File: src/tsrl_pkg.sv
// Shared constants and types of the temperature sensor register logic.
// Assumes a single 125 MHz clock domain; users write tsrl_pkg::name.

package tsrl_pkg;

	// =====================================================================
	// Register selector codes
	localparam logic [2:0] TSRL_SEL_TEMP_HIGH = 3'h0;
	localparam logic [2:0] TSRL_SEL_CONFIG = 3'h1;
	localparam logic [2:0] TSRL_SEL_LOW_THR = 3'h2;
	localparam logic [2:0] TSRL_SEL_HIGH_THR = 3'h3;
	localparam logic [2:0] TSRL_SEL_TEMP_LOW = 3'h4;

	// =====================================================================
	// Reset values and fixed fields
	localparam logic [7:0] TSRL_CONFIG_RESET = 8'h02;
	localparam logic [7:0] TSRL_HIGH_THR_RESET = 8'h3C;
	localparam logic [7:0] TSRL_LOW_THR_RESET = 8'hF6;
	localparam logic [11:0] TSRL_RESULT_RESET = 12'h000;
	localparam logic [3:0] TSRL_LOW_BYTE_PAD = 4'h0;
	localparam logic [7:0] TSRL_UNMAPPED_READ = 8'h00;
	localparam logic TSRL_TOP_CONFIG_VALUE = 1'b0;

	// =====================================================================
	// Working modes
	localparam logic [1:0] TSRL_MODE_SHUTDOWN = 2'h0;
	localparam logic [1:0] TSRL_MODE_ONE_SHOT = 2'h1;

	// =====================================================================
	// Conversion periods, in ms, and their cycle counts
	localparam int unsigned TSRL_CLK_HZ = 125_000_000;
	localparam int unsigned TSRL_MS_PER_S = 1000;
	localparam int unsigned TSRL_PERIOD_RATE0_MS = 4000;
	localparam int unsigned TSRL_PERIOD_RATE1_MS = 1000;
	localparam int unsigned TSRL_PERIOD_RATE2_MS = 250;
	localparam int unsigned TSRL_PERIOD_RATE3_MS = 125;
	localparam int unsigned TSRL_CYCLES_PER_MS = TSRL_CLK_HZ / TSRL_MS_PER_S;
	localparam int unsigned TSRL_CYCLES_RATE0 = TSRL_PERIOD_RATE0_MS * TSRL_CYCLES_PER_MS;
	localparam int unsigned TSRL_CYCLES_RATE1 = TSRL_PERIOD_RATE1_MS * TSRL_CYCLES_PER_MS;
	localparam int unsigned TSRL_CYCLES_RATE2 = TSRL_PERIOD_RATE2_MS * TSRL_CYCLES_PER_MS;
	localparam int unsigned TSRL_CYCLES_RATE3 = TSRL_PERIOD_RATE3_MS * TSRL_CYCLES_PER_MS;

	// =====================================================================
	// Types
	typedef struct packed {
		logic top_config_bit;
		logic rate_select_upper;
		logic rate_select_lower;
		logic over_limit_flag;
		logic under_limit_flag;
		logic flag_latch_select;
		logic mode_select_upper;
		logic mode_select_lower;
	} tsrl_config_type;

	typedef struct packed {
		logic strobe;
		logic is_selector;
		logic [7:0] data;
	} tsrl_write_type;

	typedef struct packed {
		logic done;
		logic [11:0] result;
	} tsrl_sample_type;

	typedef enum logic [2:0] {
		TSRL_IDLE = 3'b001,
		TSRL_WAIT = 3'b010,
		TSRL_CONVERT = 3'b100
	} tsrl_state_type;

	// =====================================================================
	// Signed byte compare, one degree per count
	function automatic logic tsrl_above(input logic [7:0] a, input logic [7:0] b);
		return $signed(a) > $signed(b);
	endfunction

endpackage

File: src/tsrl_rate_timer.sv
// Conversion pacing timebase: one-cycle tick at the selected rate.
// Assumes enable and rate come from registers on the same clock.

module tsrl_rate_timer #(
	parameter int unsigned PERIOD_RATE0 = tsrl_pkg::TSRL_CYCLES_RATE0,
	parameter int unsigned PERIOD_RATE1 = tsrl_pkg::TSRL_CYCLES_RATE1,
	parameter int unsigned PERIOD_RATE2 = tsrl_pkg::TSRL_CYCLES_RATE2,
	parameter int unsigned PERIOD_RATE3 = tsrl_pkg::TSRL_CYCLES_RATE3
) (
	// Clock and reset
	input wire logic clk,
	input wire logic rst_n,
	// Control
	input wire logic enable,
	input wire logic [1:0] rate,
	// Pacing pulse
	output logic tick
);

	logic [31:0] count;
	logic [31:0] limit;

	// =====================================================================
	// Period select
	always_comb begin
		case (rate)
			2'h0: limit = 32'(PERIOD_RATE0 - 1);
			2'h1: limit = 32'(PERIOD_RATE1 - 1);
			2'h2: limit = 32'(PERIOD_RATE2 - 1);
			2'h3: limit = 32'(PERIOD_RATE3 - 1);
			default: limit = 32'(PERIOD_RATE0 - 1);
		endcase
	end

	// =====================================================================
	// Counter; >= lets a rate change shorten the running period
	always_ff @(posedge clk or negedge rst_n) begin
		if (!rst_n) begin
			count <= 32'h0;
			tick <= 1'b0;
		end else if (!enable) begin
			count <= 32'h0;
			tick <= 1'b0;
		end else if (count >= limit) begin
			count <= 32'h0;
			tick <= 1'b1;
		end else begin
			count <= count + 32'h1;
			tick <= 1'b0;
		end
	end

endmodule // tsrl_rate_timer

File: src/tsrl_register_logic.sv
// Register side of a serial-bus temperature sensor: selector, result,
// configuration, thresholds, limit flags and conversion sequencing.
// Assumes the bus engine and converter run on REF_CLK and hand over
// whole bytes and whole results, so no synchroniser is needed.

// What this block does
// - Selector codes 0..4 pick five registers.
// - High byte carries result bits 11..4.
// - Low byte carries bits 3..0, low nibble zero.
// - Configuration layout and reset value 0x02.
// - Rate field picks 0.25, 1, 4, 8 Hz.
// - Mode 00 shutdown, 01 one-shot, 1x continuous.
// - Shutdown stops conversions, registers stay accessible.
// - One-shot converts once, then returns to shutdown.
// - Continuous mode converts repeatedly at selected rate.
// - Over flag set when high byte exceeds threshold.
// - Under flag set when high byte below threshold.
// - Transparent flags follow each new result.
// - Latched flags hold until configuration read clears.
// - Thresholds reset to +60 and -10 degrees.
// - Thresholds are full eight-bit registers.
// - Writes commit only on complete bytes.
// - Temperature reads zero until first conversion.
// - Result is two's complement, 1/16 degree.
module tsrl_register_logic #(
	parameter int unsigned PERIOD_RATE0 = tsrl_pkg::TSRL_CYCLES_RATE0,
	parameter int unsigned PERIOD_RATE1 = tsrl_pkg::TSRL_CYCLES_RATE1,
	parameter int unsigned PERIOD_RATE2 = tsrl_pkg::TSRL_CYCLES_RATE2,
	parameter int unsigned PERIOD_RATE3 = tsrl_pkg::TSRL_CYCLES_RATE3
) (
	// Clock and reset
	input wire logic REF_CLK,
	input wire logic NRST,
	// Host byte port from the bus engine
	input wire tsrl_pkg::tsrl_write_type HOST_WRITE,
	input wire logic HOST_READ_DONE,
	output logic [7:0] READ_DATA,
	// Converter handshake
	output logic CONV_START,
	input wire tsrl_pkg::tsrl_sample_type CONV_SAMPLE,
	// Status
	output logic CONV_BUSY,
	output logic OVER_LIMIT,
	output logic UNDER_LIMIT
);

	tsrl_pkg::tsrl_state_type state;
	tsrl_pkg::tsrl_state_type next_state;
	logic [2:0] selector;
	logic [11:0] result;
	logic [7:0] low_thr;
	logic [7:0] high_thr;
	logic [1:0] rate;
	logic latch_sel;
	logic [1:0] mode;
	logic over_flag;
	logic under_flag;
	logic tick;
	logic data_write;
	logic config_write;
	logic sample_taken;
	logic latch_clear;
	logic eval_over;
	logic eval_under;
	logic [7:0] new_high_byte;
	tsrl_pkg::tsrl_config_type config_view;
	tsrl_pkg::tsrl_config_type config_in;

	// =====================================================================
	// Decode
	assign data_write = HOST_WRITE.strobe && !HOST_WRITE.is_selector;
	assign config_write = data_write && (selector == tsrl_pkg::TSRL_SEL_CONFIG);
	assign config_in = tsrl_pkg::tsrl_config_type'(HOST_WRITE.data);
	assign sample_taken = (state == tsrl_pkg::TSRL_CONVERT) && CONV_SAMPLE.done;
	assign latch_clear = HOST_READ_DONE && latch_sel
		&& (selector == tsrl_pkg::TSRL_SEL_CONFIG);
	assign new_high_byte = CONV_SAMPLE.result[11:4];
	assign eval_over = tsrl_pkg::tsrl_above(new_high_byte, high_thr);
	assign eval_under = tsrl_pkg::tsrl_above(low_thr, new_high_byte);

	// =====================================================================
	// Register selector; only the low bits are kept, upper bits are ignored
	always_ff @(posedge REF_CLK or negedge NRST) begin
		if (!NRST) begin
			selector <= tsrl_pkg::TSRL_SEL_TEMP_HIGH;
		end else if (HOST_WRITE.strobe && HOST_WRITE.is_selector) begin
			selector <= HOST_WRITE.data[2:0];
		end
	end

	// =====================================================================
	// Thresholds
	always_ff @(posedge REF_CLK or negedge NRST) begin
		if (!NRST) begin
			low_thr <= tsrl_pkg::TSRL_LOW_THR_RESET;
			high_thr <= tsrl_pkg::TSRL_HIGH_THR_RESET;
		end else if (data_write) begin
			if (selector == tsrl_pkg::TSRL_SEL_LOW_THR) begin
				low_thr <= HOST_WRITE.data;
			end
			if (selector == tsrl_pkg::TSRL_SEL_HIGH_THR) begin
				high_thr <= HOST_WRITE.data;
			end
		end
	end

	// =====================================================================
	// Configuration: rate and latch control
	always_ff @(posedge REF_CLK or negedge NRST) begin
		if (!NRST) begin
			rate <= {tsrl_pkg::TSRL_CONFIG_RESET[6], tsrl_pkg::TSRL_CONFIG_RESET[5]};
			latch_sel <= tsrl_pkg::TSRL_CONFIG_RESET[2];
		end else if (config_write) begin
			rate <= {config_in.rate_select_upper, config_in.rate_select_lower};
			latch_sel <= config_in.flag_latch_select;
		end
	end

	// =====================================================================
	// Configuration: mode; a host write wins over the one-shot return
	always_ff @(posedge REF_CLK or negedge NRST) begin
		if (!NRST) begin
			mode <= tsrl_pkg::TSRL_CONFIG_RESET[1:0];
		end else if (config_write) begin
			mode <= {config_in.mode_select_upper, config_in.mode_select_lower};
		end else if (sample_taken && mode == tsrl_pkg::TSRL_MODE_ONE_SHOT) begin
			mode <= tsrl_pkg::TSRL_MODE_SHUTDOWN;
		end
	end

	// =====================================================================
	// Conversion pacing
	tsrl_rate_timer #(
		.PERIOD_RATE0(PERIOD_RATE0),
		.PERIOD_RATE1(PERIOD_RATE1),
		.PERIOD_RATE2(PERIOD_RATE2),
		.PERIOD_RATE3(PERIOD_RATE3)
	) u_rate_timer (
		.clk(REF_CLK),
		.rst_n(NRST),
		.enable(mode[1]),
		.rate(rate),
		.tick(tick)
	);

	// =====================================================================
	// Sequencer
	always_comb begin
		next_state = state;
		case (state)
			tsrl_pkg::TSRL_IDLE: begin
				if (mode[1] || mode == tsrl_pkg::TSRL_MODE_ONE_SHOT) begin
					next_state = tsrl_pkg::TSRL_CONVERT;
				end
			end
			tsrl_pkg::TSRL_WAIT: begin
				if (mode == tsrl_pkg::TSRL_MODE_SHUTDOWN) begin
					next_state = tsrl_pkg::TSRL_IDLE;
				end else if (mode == tsrl_pkg::TSRL_MODE_ONE_SHOT || tick) begin
					next_state = tsrl_pkg::TSRL_CONVERT;
				end
			end
			tsrl_pkg::TSRL_CONVERT: begin
				if (mode == tsrl_pkg::TSRL_MODE_SHUTDOWN) begin
					next_state = tsrl_pkg::TSRL_IDLE;
				end else if (CONV_SAMPLE.done) begin
					next_state = mode[1] ? tsrl_pkg::TSRL_WAIT : tsrl_pkg::TSRL_IDLE;
				end
			end
			default: next_state = tsrl_pkg::TSRL_IDLE;
		endcase
	end

	always_ff @(posedge REF_CLK or negedge NRST) begin
		if (!NRST) begin
			state <= tsrl_pkg::TSRL_IDLE;
		end else begin
			state <= next_state;
		end
	end

	// =====================================================================
	// Converter start pulse, one cycle on entering conversion
	always_ff @(posedge REF_CLK or negedge NRST) begin
		if (!NRST) begin
			CONV_START <= 1'b0;
		end else begin
			CONV_START <= (next_state == tsrl_pkg::TSRL_CONVERT)
				&& (state != tsrl_pkg::TSRL_CONVERT);
		end
	end

	assign CONV_BUSY = (state == tsrl_pkg::TSRL_CONVERT);

	// =====================================================================
	// Result capture, two's complement in 1/16 degree
	always_ff @(posedge REF_CLK or negedge NRST) begin
		if (!NRST) begin
			result <= tsrl_pkg::TSRL_RESULT_RESET;
		end else if (sample_taken) begin
			result <= CONV_SAMPLE.result;
		end
	end

	// =====================================================================
	// Limit flags; a new result wins over a clearing read
	always_ff @(posedge REF_CLK or negedge NRST) begin
		if (!NRST) begin
			over_flag <= tsrl_pkg::TSRL_CONFIG_RESET[4];
			under_flag <= tsrl_pkg::TSRL_CONFIG_RESET[3];
		end else if (sample_taken) begin
			if (latch_sel) begin
				over_flag <= (over_flag && !latch_clear) || eval_over;
				under_flag <= (under_flag && !latch_clear) || eval_under;
			end else begin
				over_flag <= eval_over;
				under_flag <= eval_under;
			end
		end else if (latch_clear) begin
			over_flag <= 1'b0;
			under_flag <= 1'b0;
		end
	end

	assign OVER_LIMIT = over_flag;
	assign UNDER_LIMIT = under_flag;

	// =====================================================================
	// Read data, one cycle behind the selector
	always_comb begin
		config_view.top_config_bit = tsrl_pkg::TSRL_TOP_CONFIG_VALUE;
		config_view.rate_select_upper = rate[1];
		config_view.rate_select_lower = rate[0];
		config_view.over_limit_flag = over_flag;
		config_view.under_limit_flag = under_flag;
		config_view.flag_latch_select = latch_sel;
		config_view.mode_select_upper = mode[1];
		config_view.mode_select_lower = mode[0];
	end

	always_ff @(posedge REF_CLK or negedge NRST) begin
		if (!NRST) begin
			READ_DATA <= tsrl_pkg::TSRL_UNMAPPED_READ;
		end else begin
			case (selector)
				tsrl_pkg::TSRL_SEL_TEMP_HIGH: READ_DATA <= result[11:4];
				tsrl_pkg::TSRL_SEL_CONFIG: READ_DATA <= 8'(config_view);
				tsrl_pkg::TSRL_SEL_LOW_THR: READ_DATA <= low_thr;
				tsrl_pkg::TSRL_SEL_HIGH_THR: READ_DATA <= high_thr;
				tsrl_pkg::TSRL_SEL_TEMP_LOW: READ_DATA <= {result[3:0], tsrl_pkg::TSRL_LOW_BYTE_PAD};
				default: READ_DATA <= tsrl_pkg::TSRL_UNMAPPED_READ;
			endcase
		end
	end

endmodule // tsrl_register_logic
File: config.mk
export PLATFORM = sky130hd
export DESIGN_NAME = tsrl_register_logic
export DESIGN_NICKNAME = d
export VERILOG_FILES = /design/src/tsrl_pkg.sv /design/src/tsrl_rate_timer.sv /design/src/tsrl_register_logic.sv
export SDC_FILE = /design/constraint.sdc
export NUM_CORES = 1
export LEC_CHECK = 0
export BUFFER_PORTS_ARGS = -buffer_cell sky130_fd_sc_hd__buf_4
export CAP_MARGIN = 5
export CORE_AREA = 2 2 96 121
export CTS_BUF_LIST = sky130_fd_sc_hd__clkbuf_4 sky130_fd_sc_hd__clkbuf_8
export DETAILED_ROUTE_END_ITERATION = 16
export DIE_AREA = 0 0 98 123
export RECOVER_POWER = 50
export SLEW_MARGIN = 20
export SYNTH_ARGS = -nofsm -noshare
export SYNTH_HDL_FRONTEND = slang
export SYNTH_SLANG_ARGS = --single-unit
File: constraint.sdc
create_clock -name REF_CLK -period 2.7 [get_ports REF_CLK]
set_input_delay 0.135 -clock REF_CLK [delete_from_list [all_inputs] [get_ports REF_CLK]]
set_output_delay 0.135 -clock REF_CLK [all_outputs]
set_load 0.02 [all_outputs]
==> qor.csv, run 1 <==
stage;metric;value;unit
grt;GRT busiest layer;met2;
run_status;run status;finished, final reports clean;
power;pwr dens;774;nW/um^2
cts;H-Tree Depth;3;
grt;met3 usage;3.45;%
final_layout;Final Non-Filler Cells;663;
die;io pins;38;
sta;Fin Clk Skew;0.0108;ns
logic_synthesis;Synth cell types;54;
sta;post-route minimum period;2.64;ns
cts;root buf cell;clkbuf_8;
worst_setup_path;slowest CP cell;a2111o_1;
final_layout;nets;595;
detailed_routing;first drt pass iteration count;4;
sta;Slew headroom;49.6;%
power;Internal;0.00283;W
grt;grt ovf;0;
logic_synthesis;Synth Area in Adders;12.2;%
sta;FMAX;0.379;GHz
cts;CTS Buf Count;9;
worst_setup_path;Crit path largest cell delay;0.44;ns
place;pre-CTS setup slack;-0.0735;ns
cts;CTS max path bufs;2;
grt;GR Util met2;32.1;%
grt;Total Routing Usage GR;18.4;%
worst_setup_path;Critical path origin;rate[1]$_DFFE_PN0P_;
grt;global-route wire length before repair;17500;um
place;GPL Wtd Cong;0.940;
logic_synthesis;largest family of logic cells by synthesized area;simple AND/OR/NAND/NOR gates;
worst_setup_path;CP required;2.96;ns
sta;worst slew pin tran;0.756;ns
logic_synthesis;Synthesis Warnings;0;
logic_synthesis;cell taking the most area after synthesis;dfrtp_1;
grt;largest net degree at the start of global routing;84;
logic_synthesis;Top FF cell, synth;dfrtp_1;
final_layout;number of diodes;0;
final_layout;Sequential cell area;2090;um^2
logic_synthesis;#FFs+latches synth;83;
detailed_routing;Post-Route WL;10500;um
detailed_routing;via-per-instance ratio;5.23;
final_layout;share of cells above drive strength 1;24.1;%
power;switching power;0.00153;W
worst_setup_path;CP Capture Type;register;
worst_setup_path;Setup CP Type;reg2reg;
logic_synthesis;post-synthesis sequential area ratio;44.5;%
place;Cells after DPL;623;
logic_synthesis;Simple-Gate Fraction of Synth Area;16.0;%
logic_synthesis;Cell Area, Synth;4700;um^2
logic_synthesis;share of the synthesized area in the top cell type;37.8;%
die;Placeable Area;10900;um^2
final_layout;fill cell total of the finished layout;1008;
worst_setup_path;crit-path max FO;5;
worst_setup_path;reg2reg end;u_rate_timer.count[29]$_DFF_PN0_;
worst_setup_path;reg2reg setup slack;0.06;ns
logic_synthesis;top cells by count, synth;dfrtp_1, nor2_1, ha_1, inv_1, nand2_1;
logic_synthesis;cell types occupying the most area after synthesis;dfrtp_1, ha_1, dfstp_2;
sta;setup TNS;0;ns
die;die area;12100;um^2
sta;Setup WS post-layout;0.0641;ns
cts;Clock Latency Late Sink;0.38;ns
worst_setup_path;CP most frequent cell;and4_1;
logic_synthesis;Compound-Gate Fraction of Synth Area;8.60;%
power;sequential power share;42.9;%
power;static leakage;2.61;nW
sta;# setup viols final;0;
detailed_routing;1st-iter DRT viols;151;
detailed_routing;wire length per cell;15.9;um
logic_synthesis;EDFF count, synth;0;
place;Port Buffers;37;
power;Max VDD drop;0.418;mV
logic_synthesis;post-synthesis xor/xnor area fraction;5.22;%
worst_setup_path;reg2reg start;rate[1]$_DFFE_PN0P_;
place;detailed placer's ending HPWL;7580;um
die;Die Height;123;um
grt;initial antenna violation count;0;
final_layout;area of the multi-input gates;2480;um^2
sta;final hold vios;0;
sta;period utilization;97.6;%
min_path;HP Class;in2reg;
grt;M1 GR Usage;22.3;%
final_layout;Area Growth Syn to Fin;19.7;%
cts;CTS tree;built;
flow_run;maxcap violations;0;
worst_setup_path;Worst Setup Start Kind;register;
logic_synthesis;Syn Area/Cell;10.4;um^2
detailed_routing;number of remaining DRC errors;0;
cts;clk slew on worst S/H paths;0.10;ns
sta;Slew Limit Fails;0;
worst_setup_path;CP Cell Sequence;inv_2, ha_4, inv_1, ha_1, and4_1, and4_1, o311ai_1, a2111o_1, buf_4, and2_4, and3_1;
power;clock share of power;22.0;%
detailed_routing;Routed Antenna Nets;0;
logic_synthesis;ys async rst share;100;%
power;power share of the combinational group;35.1;%
power;Tot Pwr;0.00435;W
worst_setup_path;Critical Path End;u_rate_timer.count[29]$_DFF_PN0_;
cts;CTS sink cnt;83;
die;Initial Util;43.0;%
die;row count;43;
logic_synthesis;post-synthesis mux area share;9.48;%
detailed_routing;DR vias;3465;
die;Die Span X;98;um
worst_setup_path;reg2reg path depth;11;
power;Net Sw Frac;35.0;%
worst_setup_path;critical path arrival;2.90;ns
logic_synthesis;most common cell in the netlist;dfrtp_1;
logic_synthesis;cells after synthesis;450;
grt;vias in the first global route;3594;
-- cell families (layout without fill, tap and decap cells) --
| group | count (synthesis) | count (layout) |
|---|---|---|
| buffers and inverters | 44 | 119 |
| adders and majority gates | 46 | 46 |
| muxes | 35 | 35 |
| DFF | 83 | 83 |
| and+or+nand+nor | 149 | 151 |
| AOI/OAI and AO/OA | 64 | 64 |
| other | 1 | 2 |
| xor gates and xnor gates | 28 | 28 |
-- registers in the layout, indices dropped and copies added, names as in the netlist --
signal              cells
CONV_START              1
OVER_LIMIT              1
READ_DATA               8
UNDER_LIMIT             1
high_thr                8
latch_sel               1
low_thr                 8
mode                    2
rate                    2
result                 12
selector                3
state                   3
u_rate_timer.count     32
u_rate_timer.tick       1
-- cell type report --
type	instances	area share, %
Multi-Input combinational cell	326	44.1
Tap cell	135	3.00
Inverter	34	2.27
Clock buffer	9	2.20
Sequential cell	83	37.2
Clock inverter	7	1.49
Timing Repair Buffer	69	9.72
-- layout by cell type, fill, tap and decap left out, types with 3 or more instances in the layout --
cell type / count
xor2_1: 17
mux2_2: 26
nand3_1: 14
nand4_1: 9
nor2_1: 53
a21o_1: 5
xnor2_1: 11
buf_4: 53
dfrtp_1: 70
mux4_2: 5
mux2i_1: 4
nor3_1: 5
inv_1: 32
nand2_1: 30
dfstp_2: 12
dlygate4sd3_1: 13
nor2b_1: 9
or3_1: 3
ha_1: 44
clkbuf_8: 9
and4_1: 4
and3_1: 8
a21oi_1: 16
o21ai_0: 21
-- metal layers --
layer | share of wire, % | up-vias | routed length (um)
met1 | 43 | 1676 | 4520
met2 | 51 | 51 | 5410
met5 | 0 | - | 0
li1 | - | 1715 | -
met4 | 2.9 | 0 | 306
met3 | 2.8 | 23 | 300
-- worst max-delay path: cells and delay by family, from the launching register on --
| kind | cells | cell delay, ns |
|---|---|---|
| AOI/OAI and AO/OA | 2 | 0.55 |
| adders and majority gates | 2 | 0.54 |
| buffers and inverters | 3 | 0.31 |
| and+or+nand+nor | 4 | 0.71 |
| DFF | 1 | 0.43 |
-- power groups by stage --
stage / registers (W) / logic (W) / clock network (W)
floorplan: 0.00189 / 0.000906 / 0
global placement: 0.00188 / 0.00139 / 0
detailed placement: 0.00189 / 0.00143 / 0
CTS: 0.00187 / 0.00146 / 0.000978
global route: 0.00191 / 0.00172 / 0.00104
finish: 0.00187 / 0.00153 / 0.000959
-- worst min-delay path by stage --
stage | depth (start not counted) | start | slack, ns | endpoint
3_3_place_gp | 3 | HOST_WRITE[3] | 0.35 | high_thr[3]$_DFFE_PN1P_
6_report | 2 | CONV_SAMPLE[6] | 0.02 | result[6]$_DFFE_PN0P_
2_1_floorplan | 0 | NRST | -0.16 | CONV_START$_DFF_PN0_
3_5_place_dp | 3 | HOST_WRITE[7] | 0.36 | high_thr[7]$_DFFE_PN0P_
4_1_cts | 2 | CONV_SAMPLE[4] | 0.005 | result[4]$_DFFE_PN0P_
5_1_grt | 2 | CONV_SAMPLE[4] | 0.0006 | result[4]$_DFFE_PN0P_
-- what timing repair did --
item,CTS,global route
buffers inserted,0,9
hold buffers,13,0
cloned,0,2
setup endpoints to repair,28,30
pin swaps,1,6
resized for setup,3,6
endpoints found under the hold margin,85,0
-- per-stage QoR --
step	cell area [um^2]	utilization [%]	hold WS, ns
3_3_place_gp	5170	47.3	0.354
3_5_place_dp	5170	47.3	0.361
5_1_grt	5630	51.5	0.000637
2_1_floorplan	4700	-	-0.161
6_report	5630	51.5	0.0181
4_1_cts	5520	50.5	0.00523
(Power assumes the default switching activity.)
==> inputs of run 2 (changes only) <==
--- a/config.mk
+++ b/config.mk
@@ -6,11 +6,11 @@
 export NUM_CORES = 1
 export LEC_CHECK = 0
 export BUFFER_PORTS_ARGS = -buffer_cell sky130_fd_sc_hd__buf_4
-export CAP_MARGIN = 5
-export CORE_AREA = 2 2 96 121
+export CORE_AREA = 2 2 90 114
 export CTS_BUF_LIST = sky130_fd_sc_hd__clkbuf_4 sky130_fd_sc_hd__clkbuf_8
 export DETAILED_ROUTE_END_ITERATION = 16
-export DIE_AREA = 0 0 98 123
+export DIE_AREA = 0 0 92 116
+export PLACE_DENSITY = 0.81
 export RECOVER_POWER = 50
 export SLEW_MARGIN = 20
 export SYNTH_ARGS = -nofsm -noshare
==> qor.csv, run 2 (synthesis gave the netlist of run 1 again) <==
stage;metric;value;unit;change
run_status;run status;finished, final reports clean;;
place;pre-CTS setup slack;-0.144;ns;-0.0707 ns
die;io pins;38;;unchanged
detailed_routing;wire length per cell;16.3;um;+2.9%
final_layout;max FFs per register;32;;unchanged
detailed_routing;Routed Antenna Nets;0;;unchanged
final_layout;most common cell after layout, fill and taps aside;dfrtp_1;;
cts;H-Tree Depth;3;;unchanged
detailed_routing;first drt pass iteration count;4;;unchanged
grt;global-route wire length before repair;17000;um;-3.4%
detailed_routing;number of remaining DRC errors;0;;unchanged
worst_setup_path;Setup CP Type;reg2reg;;
flow_run;maxcap violations;0;;unchanged
grt;initial antenna violation count;0;;unchanged
grt;Total Routing Usage GR;20.2;%;+1.8 points
cts;CTS max path bufs;2;;unchanged
sta;# setup viols final;0;;unchanged
final_layout;number of diodes;0;;unchanged
detailed_routing;met2 wire length;5700;um;+5.3%
place;Port Buffers;37;;unchanged
final_layout;most frequent cells in the layout;dfrtp_1, nor2_1, ha_1;;
power;static leakage;2.55;nW;-2.3%
grt;grt ovf;0;;unchanged
power;Internal;0.00275;W;-2.9%
worst_setup_path;slowest CP cell;a2111o_1;;
sta;Fin Clk Skew;0.0150;ns;+0.00419 ns
worst_setup_path;CP most frequent cell;and4_1;;
worst_setup_path;CP Capture Type;register;;
final_layout;share of cells above drive strength 1;22.8;%;-1.3 points
final_layout;fin util;58.0;%;+6.5 points
place;Cells after DPL;610;;-2.1%
detailed_routing;DR vias;3588;;+3.5%
worst_setup_path;reg2reg path depth;11;;unchanged
die;Die Span X;92;um;-6.1%
worst_setup_path;CP Cell Sequence;inv_2, ha_4, inv_1, ha_1, and4_1, and4_1, o311ai_1, a2111o_1, buf_4, nand2_4, nor2_1;;
worst_setup_path;reg2reg setup slack;0.06;ns;about the same
final_layout;Largest regs;u_rate_timer.count (32), result (12);;
power;Net Sw Frac;35.5;%;+0.45 points
final_layout;nets;585;;-1.7%
worst_setup_path;CP bufs+invs;3;;unchanged
sta;final hold vios;0;;unchanged
final_layout;Final Non-Filler Cells;644;;-2.9%
die;die area;10700;um^2;-11%
cts;CTS sink cnt;83;;unchanged
power;Tot Pwr;0.00426;W;-2.2%
cts;clk slew on worst S/H paths;0.09;ns;about the same
die;Placeable Area;9510;um^2;-13%
cts;CTS Buf Count;9;;unchanged
power;sequential power share;44.3;%;+1.4 points
grt;largest net degree at the start of global routing;84;;unchanged
min_path;HP Class;in2reg;;
worst_setup_path;CP required;2.95;ns;about the same
worst_setup_path;crit-path max FO;14;;+9
place;detailed placer's ending HPWL;7520;um;-0.73%
cts;Clock Latency Late Sink;0.38;ns;about the same
power;switching power;0.00151;W;-0.92%
cts;root buf cell;clkbuf_8;;
cts;CTS tree;built;;
worst_setup_path;Levels on crit path;11;;unchanged
detailed_routing;metal1 wirelength;4150;um;-8.2%
die;row count;40;;-7.0%
final_layout;fill cell total of the finished layout;795;;-21%
worst_setup_path;Critical Path End;u_rate_timer.count[7]$_DFF_PN0_;;
worst_setup_path;reg2reg start;rate[1]$_DFFE_PN0P_;;
power;Max VDD drop;0.557;mV;+33%
power;pwr dens;772;nW/um^2;-0.28%
sta;worst hold slack;0.0117;ns;-0.00641 ns
worst_setup_path;Critical path origin;rate[1]$_DFFE_PN0P_;;
die;Initial Util;49.4;%;+6.4 points
power;clock share of power;20.2;%;-1.8 points
place;GPL Wtd Cong;0.883;;-6.1%
sta;Setup WS post-layout;0.0599;ns;-0.00424 ns
sta;worst slew pin tran;0.798;ns;+0.0424 ns
sta;Slew Limit Fails;0;;unchanged
final_layout;Area Growth Syn to Fin;17.4;%;
worst_setup_path;reg2reg end;u_rate_timer.count[7]$_DFF_PN0_;;
sta;period utilization;97.8;%;+0.16 points
detailed_routing;DR top layer;met4;;
worst_setup_path;Crit path largest cell delay;0.45;ns;about the same
worst_setup_path;CP top delay family;simple AND/OR/NAND/NOR gates;;
detailed_routing;1st-iter DRT viols;158;;+4.6%
sta;FMAX;0.379;GHz;-0.16%
worst_setup_path;critical path arrival;2.89;ns;about the same
worst_setup_path;Worst Setup Start Kind;register;;
sta;post-route minimum period;2.64;ns;+0.00424 ns
die;Die Height;116;um;-5.7%
detailed_routing;Post-Route WL;10500;um;about the same
final_layout;Reg with most FFs;u_rate_timer.count;;
power;power share of the combinational group;35.6;%;+0.5 points
detailed_routing;via-per-instance ratio;5.57;;+6.6%
sta;Slew headroom;46.8;%;-2.8 points
detailed_routing;routed length on met3;404;um;+35%
grt;vias in the first global route;3672;;+2.2%
==> run 2: power groups by stage <==
stage | Combinational, W | Sequential (W) | Clock [W]
6_report | 0.00151 | 0.00188 | 0.000859
5_1_grt | 0.00168 | 0.00192 | 0.000924
2_1_floorplan | 0.000906 | 0.00189 | 0
3_5_place_dp | 0.00140 | 0.00190 | 0
3_3_place_gp | 0.00133 | 0.00188 | 0
4_1_cts | 0.00144 | 0.00188 | 0.000869
==> run 2: how the worst min path moves through the flow <==
stage          slack, ns                      end  depth (start not counted)      startpoint
2_1_floorplan      -0.16     CONV_START$_DFF_PN0_                          0            NRST
3_3_place_gp        0.35  high_thr[7]$_DFFE_PN0P_                          3   HOST_WRITE[7]
3_5_place_dp        0.36  high_thr[7]$_DFFE_PN0P_                          3   HOST_WRITE[7]
4_1_cts            0.004    result[7]$_DFFE_PN0P_                          2  CONV_SAMPLE[7]
5_1_grt             0.01    result[7]$_DFFE_PN0P_                          2  CONV_SAMPLE[7]
6_report            0.01    result[7]$_DFFE_PN0P_                          2  CONV_SAMPLE[7]
==> run 2: metal layers <==
metal | vias to the layer above | GRT usage, %
li1 | 1699 | -
met1 | 1765 | 22.7
met2 | 99 | 38.1
met3 | 25 | 3.25
met4 | 0 | 8.46
met5 | - | 0
==> run 2: worst reg2reg max path, cell delays in order, from the launching register on <==
cell and delay, ns:
dfrtp_1 0.43, inv_2 0.10, ha_4 0.30, inv_1 0.06
ha_1 0.27, and4_1 0.21, and4_1 0.20, o311ai_1 0.10
a2111o_1 0.45, buf_4 0.16, nand2_4 0.17, nor2_1 0.08
==> run 2: cell type report <==
type                       instances  area [um^2]  area share (%)
sequential                        83         2090            37.9
multi-input combinational        325         2480            45.0
tap                              126          158            2.86
clock inverter                     4         33.8           0.612
inverter                          34          128            2.31
timing repair buffer              60          470            8.52
clock buffer                      12          153            2.77
==> run 2: through the flow <==
stage	setup TNS, ns	area, um^2
6_report	0	5520
5_1_grt	-1.04	5520
4_1_cts	0	5440
3_5_place_dp	-3.51	5130
3_3_place_gp	0	5130
2_1_floorplan	0	4700
==> run 2: timing repair <==
item                       in CTS  in global routing
gates resized for setup         3                  9
gates cloned                    0                  1
hold endpoints to repair       84                  0
pin swaps                       2                  5
setup endpoints to repair      30                 30
buffers inserted                0                  6
hold buffers                   11                  0
==> inputs of run 3 (changes only) <==
--- a/config.mk
+++ b/config.mk
@@ -6,13 +6,14 @@
 export NUM_CORES = 1
 export LEC_CHECK = 0
 export BUFFER_PORTS_ARGS = -buffer_cell sky130_fd_sc_hd__buf_4
-export CORE_AREA = 2 2 90 114
+export CORE_AREA = 2 2 92 116
 export CTS_BUF_LIST = sky130_fd_sc_hd__clkbuf_4 sky130_fd_sc_hd__clkbuf_8
 export DETAILED_ROUTE_END_ITERATION = 16
-export DIE_AREA = 0 0 92 116
-export PLACE_DENSITY = 0.81
+export DIE_AREA = 0 0 94 118
+export PLACE_DENSITY = 0.78
 export RECOVER_POWER = 50
 export SLEW_MARGIN = 20
 export SYNTH_ARGS = -nofsm -noshare
 export SYNTH_HDL_FRONTEND = slang
+export SYNTH_HIERARCHICAL = 1
 export SYNTH_SLANG_ARGS = --single-unit
==> constraint.sdc (replaced) <==
create_clock -name REF_CLK -period 3.3 [get_ports REF_CLK]
set_input_delay 0.165 -clock REF_CLK [delete_from_list [all_inputs] [get_ports REF_CLK]]
set_output_delay 0.165 -clock REF_CLK [all_outputs]
set_load 0.02 [all_outputs]
==> qor.csv, run 3 <==
stage;metric;value;unit;change
place;Port Buffers;37;;unchanged
sta;worst slew pin tran;1.97;ns;+1.17 ns
worst_setup_path;crit-path max FO;18;;+4
cts;Clock Latency Late Sink;0.37;ns;about the same
cts;CTS sink cnt;83;;unchanged
sta;Slew Limit Fails;84;;+84
logic_synthesis;EDFF count, synth;0;;unchanged
logic_synthesis;cell taking the most area after synthesis;dfrtp_1;;
logic_synthesis;post-synthesis xor/xnor area fraction;5.42;%;+0.21 points
logic_synthesis;Synth cell types;58;;+7.4%
logic_synthesis;ys async rst share;100;%;unchanged
cts;Post-CTS Resized;0;;-3
worst_setup_path;Worst Setup Start Kind;register;;
detailed_routing;number of remaining DRC errors;0;;unchanged
logic_synthesis;Cell Area, Synth;4850;um^2;+3.1%
sta;Setup WS post-layout;0.380;ns;+0.320 ns
logic_synthesis;Simple-Gate Fraction of Synth Area;17.3;%;+1.3 points
sta;final hold vios;0;;unchanged
logic_synthesis;Syn Area/Cell;11.2;um^2;+6.9%
cts;CTS tree;built;;
final_layout;Area Growth Syn to Fin;11.6;%;
place;pre-CTS setup slack;0.381;ns;+0.525 ns
logic_synthesis;Compound-Gate Fraction of Synth Area;6.87;%;-1.7 points
final_layout;nets;543;;-7.2%
sta;Fin Clk Skew;0.00999;ns;-0.00502 ns
logic_synthesis;cells after synthesis;434;;-3.6%
final_layout;fill cell total of the finished layout;874;;+9.9%
cts;CTS max path bufs;2;;unchanged
final_layout;most frequent cells in the layout;dfrtp_1, ha_1, mux2_2;;
logic_synthesis;Synthesis Warnings;6;;+6
die;io pins;38;;unchanged
grt;Total Routing Usage GR;18.9;%;-1.3 points
logic_synthesis;share of the synthesized area in the top cell type;36.7;%;-1.1 points
worst_setup_path;CP required;3.61;ns;+0.66 ns
final_layout;number of diodes;0;;unchanged
detailed_routing;wire length per cell;16.1;um;-1.4%
sta;setup TNS;0;ns;unchanged
detailed_routing;DR vias;3408;;-5.0%
run_status;failing checks;max-capacitance violations, max-slew violations;;
grt;vias in the first global route;3445;;-6.2%
sta;FMAX;0.342;GHz;-9.6%
place;GPL Wtd Cong;0.861;;-2.4%
detailed_routing;Post-Route WL;9810;um;-6.8%
logic_synthesis;cell types occupying the most area after synthesis;dfrtp_1, ha_1, mux2_2;;
grt;initial antenna violation count;0;;unchanged
sta;# setup viols final;0;;unchanged
worst_setup_path;Setup CP Type;reg2reg;;
final_layout;max FFs per register;32;;unchanged
final_layout;Largest regs;u_rate_timer/count (32), result (12);;
sta;period utilization;88.5;%;-9.3 points
logic_synthesis;most common cell in the netlist;dfrtp_1;;
die;Initial Util;48.4;%;-0.99 points
sta;RSZ-0062 raised after global routing;false;;
die;row count;41;;+2.5%
flow_run;maxcap violations;1;;+1
grt;largest net degree at the start of global routing;84;;unchanged
final_layout;most common cell after layout, fill and taps aside;dfrtp_1;;
power;Max VDD drop;0.231;mV;-58%
sta;post-route minimum period;2.92;ns;+0.280 ns
power;static leakage;2.41;nW;-5.6%
cts;post-CTS setup buffer count;0;;unchanged
cts;root buf cell;clkbuf_8;;
cts;CTS Buf Count;9;;unchanged
final_layout;Reg with most FFs;u_rate_timer/count;;
logic_synthesis;post-synthesis sequential area ratio;43.2;%;-1.3 points
detailed_routing;first drt pass iteration count;4;;unchanged
worst_setup_path;critical path arrival;3.23;ns;+0.34 ns
logic_synthesis;Synth Area in Adders;11.1;%;-1.2 points
power;pwr dens;639;nW/um^2;-17%
grt;global-route wire length before repair;16400;um;-3.3%
logic_synthesis;#FFs+latches synth;83;;unchanged
final_layout;share of cells above drive strength 1;30.2;%;+7.4 points
cts;H-Tree Depth;3;;unchanged
worst_setup_path;CP Capture Type;register;;
cts;clk slew on worst S/H paths;0.09;ns;about the same
logic_synthesis;top cells by count, synth;dfrtp_1, ha_1, mux2_2, inv_1, nor2_2;;
die;die area;11100;um^2;+3.9%
detailed_routing;Routed Antenna Nets;0;;unchanged
run_status;run status;complete, but fails checks;;
logic_synthesis;Top FF cell, synth;dfrtp_1;;
detailed_routing;via-per-instance ratio;5.60;;+0.44%
logic_synthesis;post-synthesis mux area share;12.0;%;+2.5 points
grt;grt ovf;0;;unchanged
die;Placeable Area;10000;um^2;+5.2%
die;Die Height;118;um;+1.7%
logic_synthesis;largest family of logic cells by synthesized area;simple AND/OR/NAND/NOR gates;;
min_path;HP Class;in2reg;;
die;Die Span X;94;um;+2.2%
detailed_routing;1st-iter DRT viols;157;;-0.63%
sta;Slew headroom;-31.1;%;-78 points
place;detailed placer's ending HPWL;7060;um;-6.1%
[run 3: cell types whose count changed in the layout (fill, tap and decap cells not counted), moves of 4 or more]
cell,before,now
nor2_1,53,17
nor2_2,0,30
nand2_1,30,17
o21ai_0,21,10
buf_4,43,33
dlygate4sd3_1,11,1
mux2_2,26,36
a21oi_1,16,10
nand4_1,9,15
xor2_1,17,22
nand2b_1,2,6
nand3_1,14,18
nor2b_1,9,5
[run 3: through the flow]
stage	total power, W	cells	instance area [um^2]	utilization, %	hold WS (ns)
2_1_floorplan	0.00241	435	4850	-	-0.131
3_3_place_gp	0.00271	592	5230	52.3	0.394
3_5_place_dp	0.00278	592	5230	52.3	0.404
4_1_cts	0.00350	609	5430	54.2	0.00750
5_1_grt	0.00371	609	5410	54.1	0.0125
6_report	0.00346	609	5410	54.1	0.0216
[run 3: repair_timing]
action                                 CTS  global route
setup endpoints to repair                0             0
hold buffers                             1             0
endpoints found under the hold margin   15             0
[run 3: layout make-up]
class	count	area [um^2]	area share [%]
well taps	129	161	2.98
multi-input cells	310	2560	47.3
flip-flops and latches	83	2090	38.7
clock inverters	7	60.1	1.11
clock buffers	9	124	2.29
repair buffers	40	298	5.51
inverters	31	116	2.15
[run 3: layer usage]
layer  global-route usage, %  wire length [um]  up-vias
met4                    9.78               302        0
met1                    23.7              4270     1681
li1                        -                 -     1629
met5                       0                 0        -
met2                    30.5              4900       72
met3                    3.78               344       26
[run 3: final timing paths]
| path | slack [ns] | endpoint | from | depth (start not counted) |
|---|---|---|---|---|
| min in group asynchronous | 0.90 | u_rate_timer/count[1]$_DFF_PN0_ | NRST | 2 |
| hold reg to reg | 0.51 | u_rate_timer/count[0]$_DFF_PN0_ | u_rate_timer/count[0]$_DFF_PN0_ | 1 |
| hold / removal | 0.02 | result[1]$_DFFE_PN0P_ | CONV_SAMPLE[1] | 2 |
| max in group asynchronous | 1.26 | u_rate_timer/count[28]$_DFF_PN0_ | NRST | 2 |
| setup / recovery | 0.38 | u_rate_timer/count[12]$_DFF_PN0_ | rate[0]$_DFFE_PN0P_ | 11 |
| setup reg to reg | 0.38 | u_rate_timer/count[12]$_DFF_PN0_ | rate[0]$_DFFE_PN0P_ | 11 |
[run 3: where the power goes]
group | internal (W) | total, W | switching [W]
registers | 0.00133 | 0.00157 | 0.000238
clock network | 0.000284 | 0.000693 | 0.000409
logic | 0.000597 | 0.00119 | 0.000598
[run 3: logic make-up (layout without fill, tap and decap cells)]
logic type | Yosys count | in the layout
AND/OR/NAND/NOR | 140 | 140
buffers and inverters | 42 | 87
adder cells (fa/ha/maj) | 43 | 43
AO/OA/AOI/OAI | 49 | 49
flip-flops | 83 | 83
XOR/XNOR | 30 | 30
other | 1 | 2
multiplexers | 46 | 46
[run 3: critical path, stage by stage (launching register included)]
cell and delay, ns:
dfrtp_1 0.46, inv_1 0.22, ha_1 0.24, inv_1 0.07
ha_1 0.31, a31oi_1 0.18, o21ai_0 0.13, a21o_1 0.18
o2111ai_2 0.21, nand3_2 0.41, buf_12 0.33, nor2_2 0.11
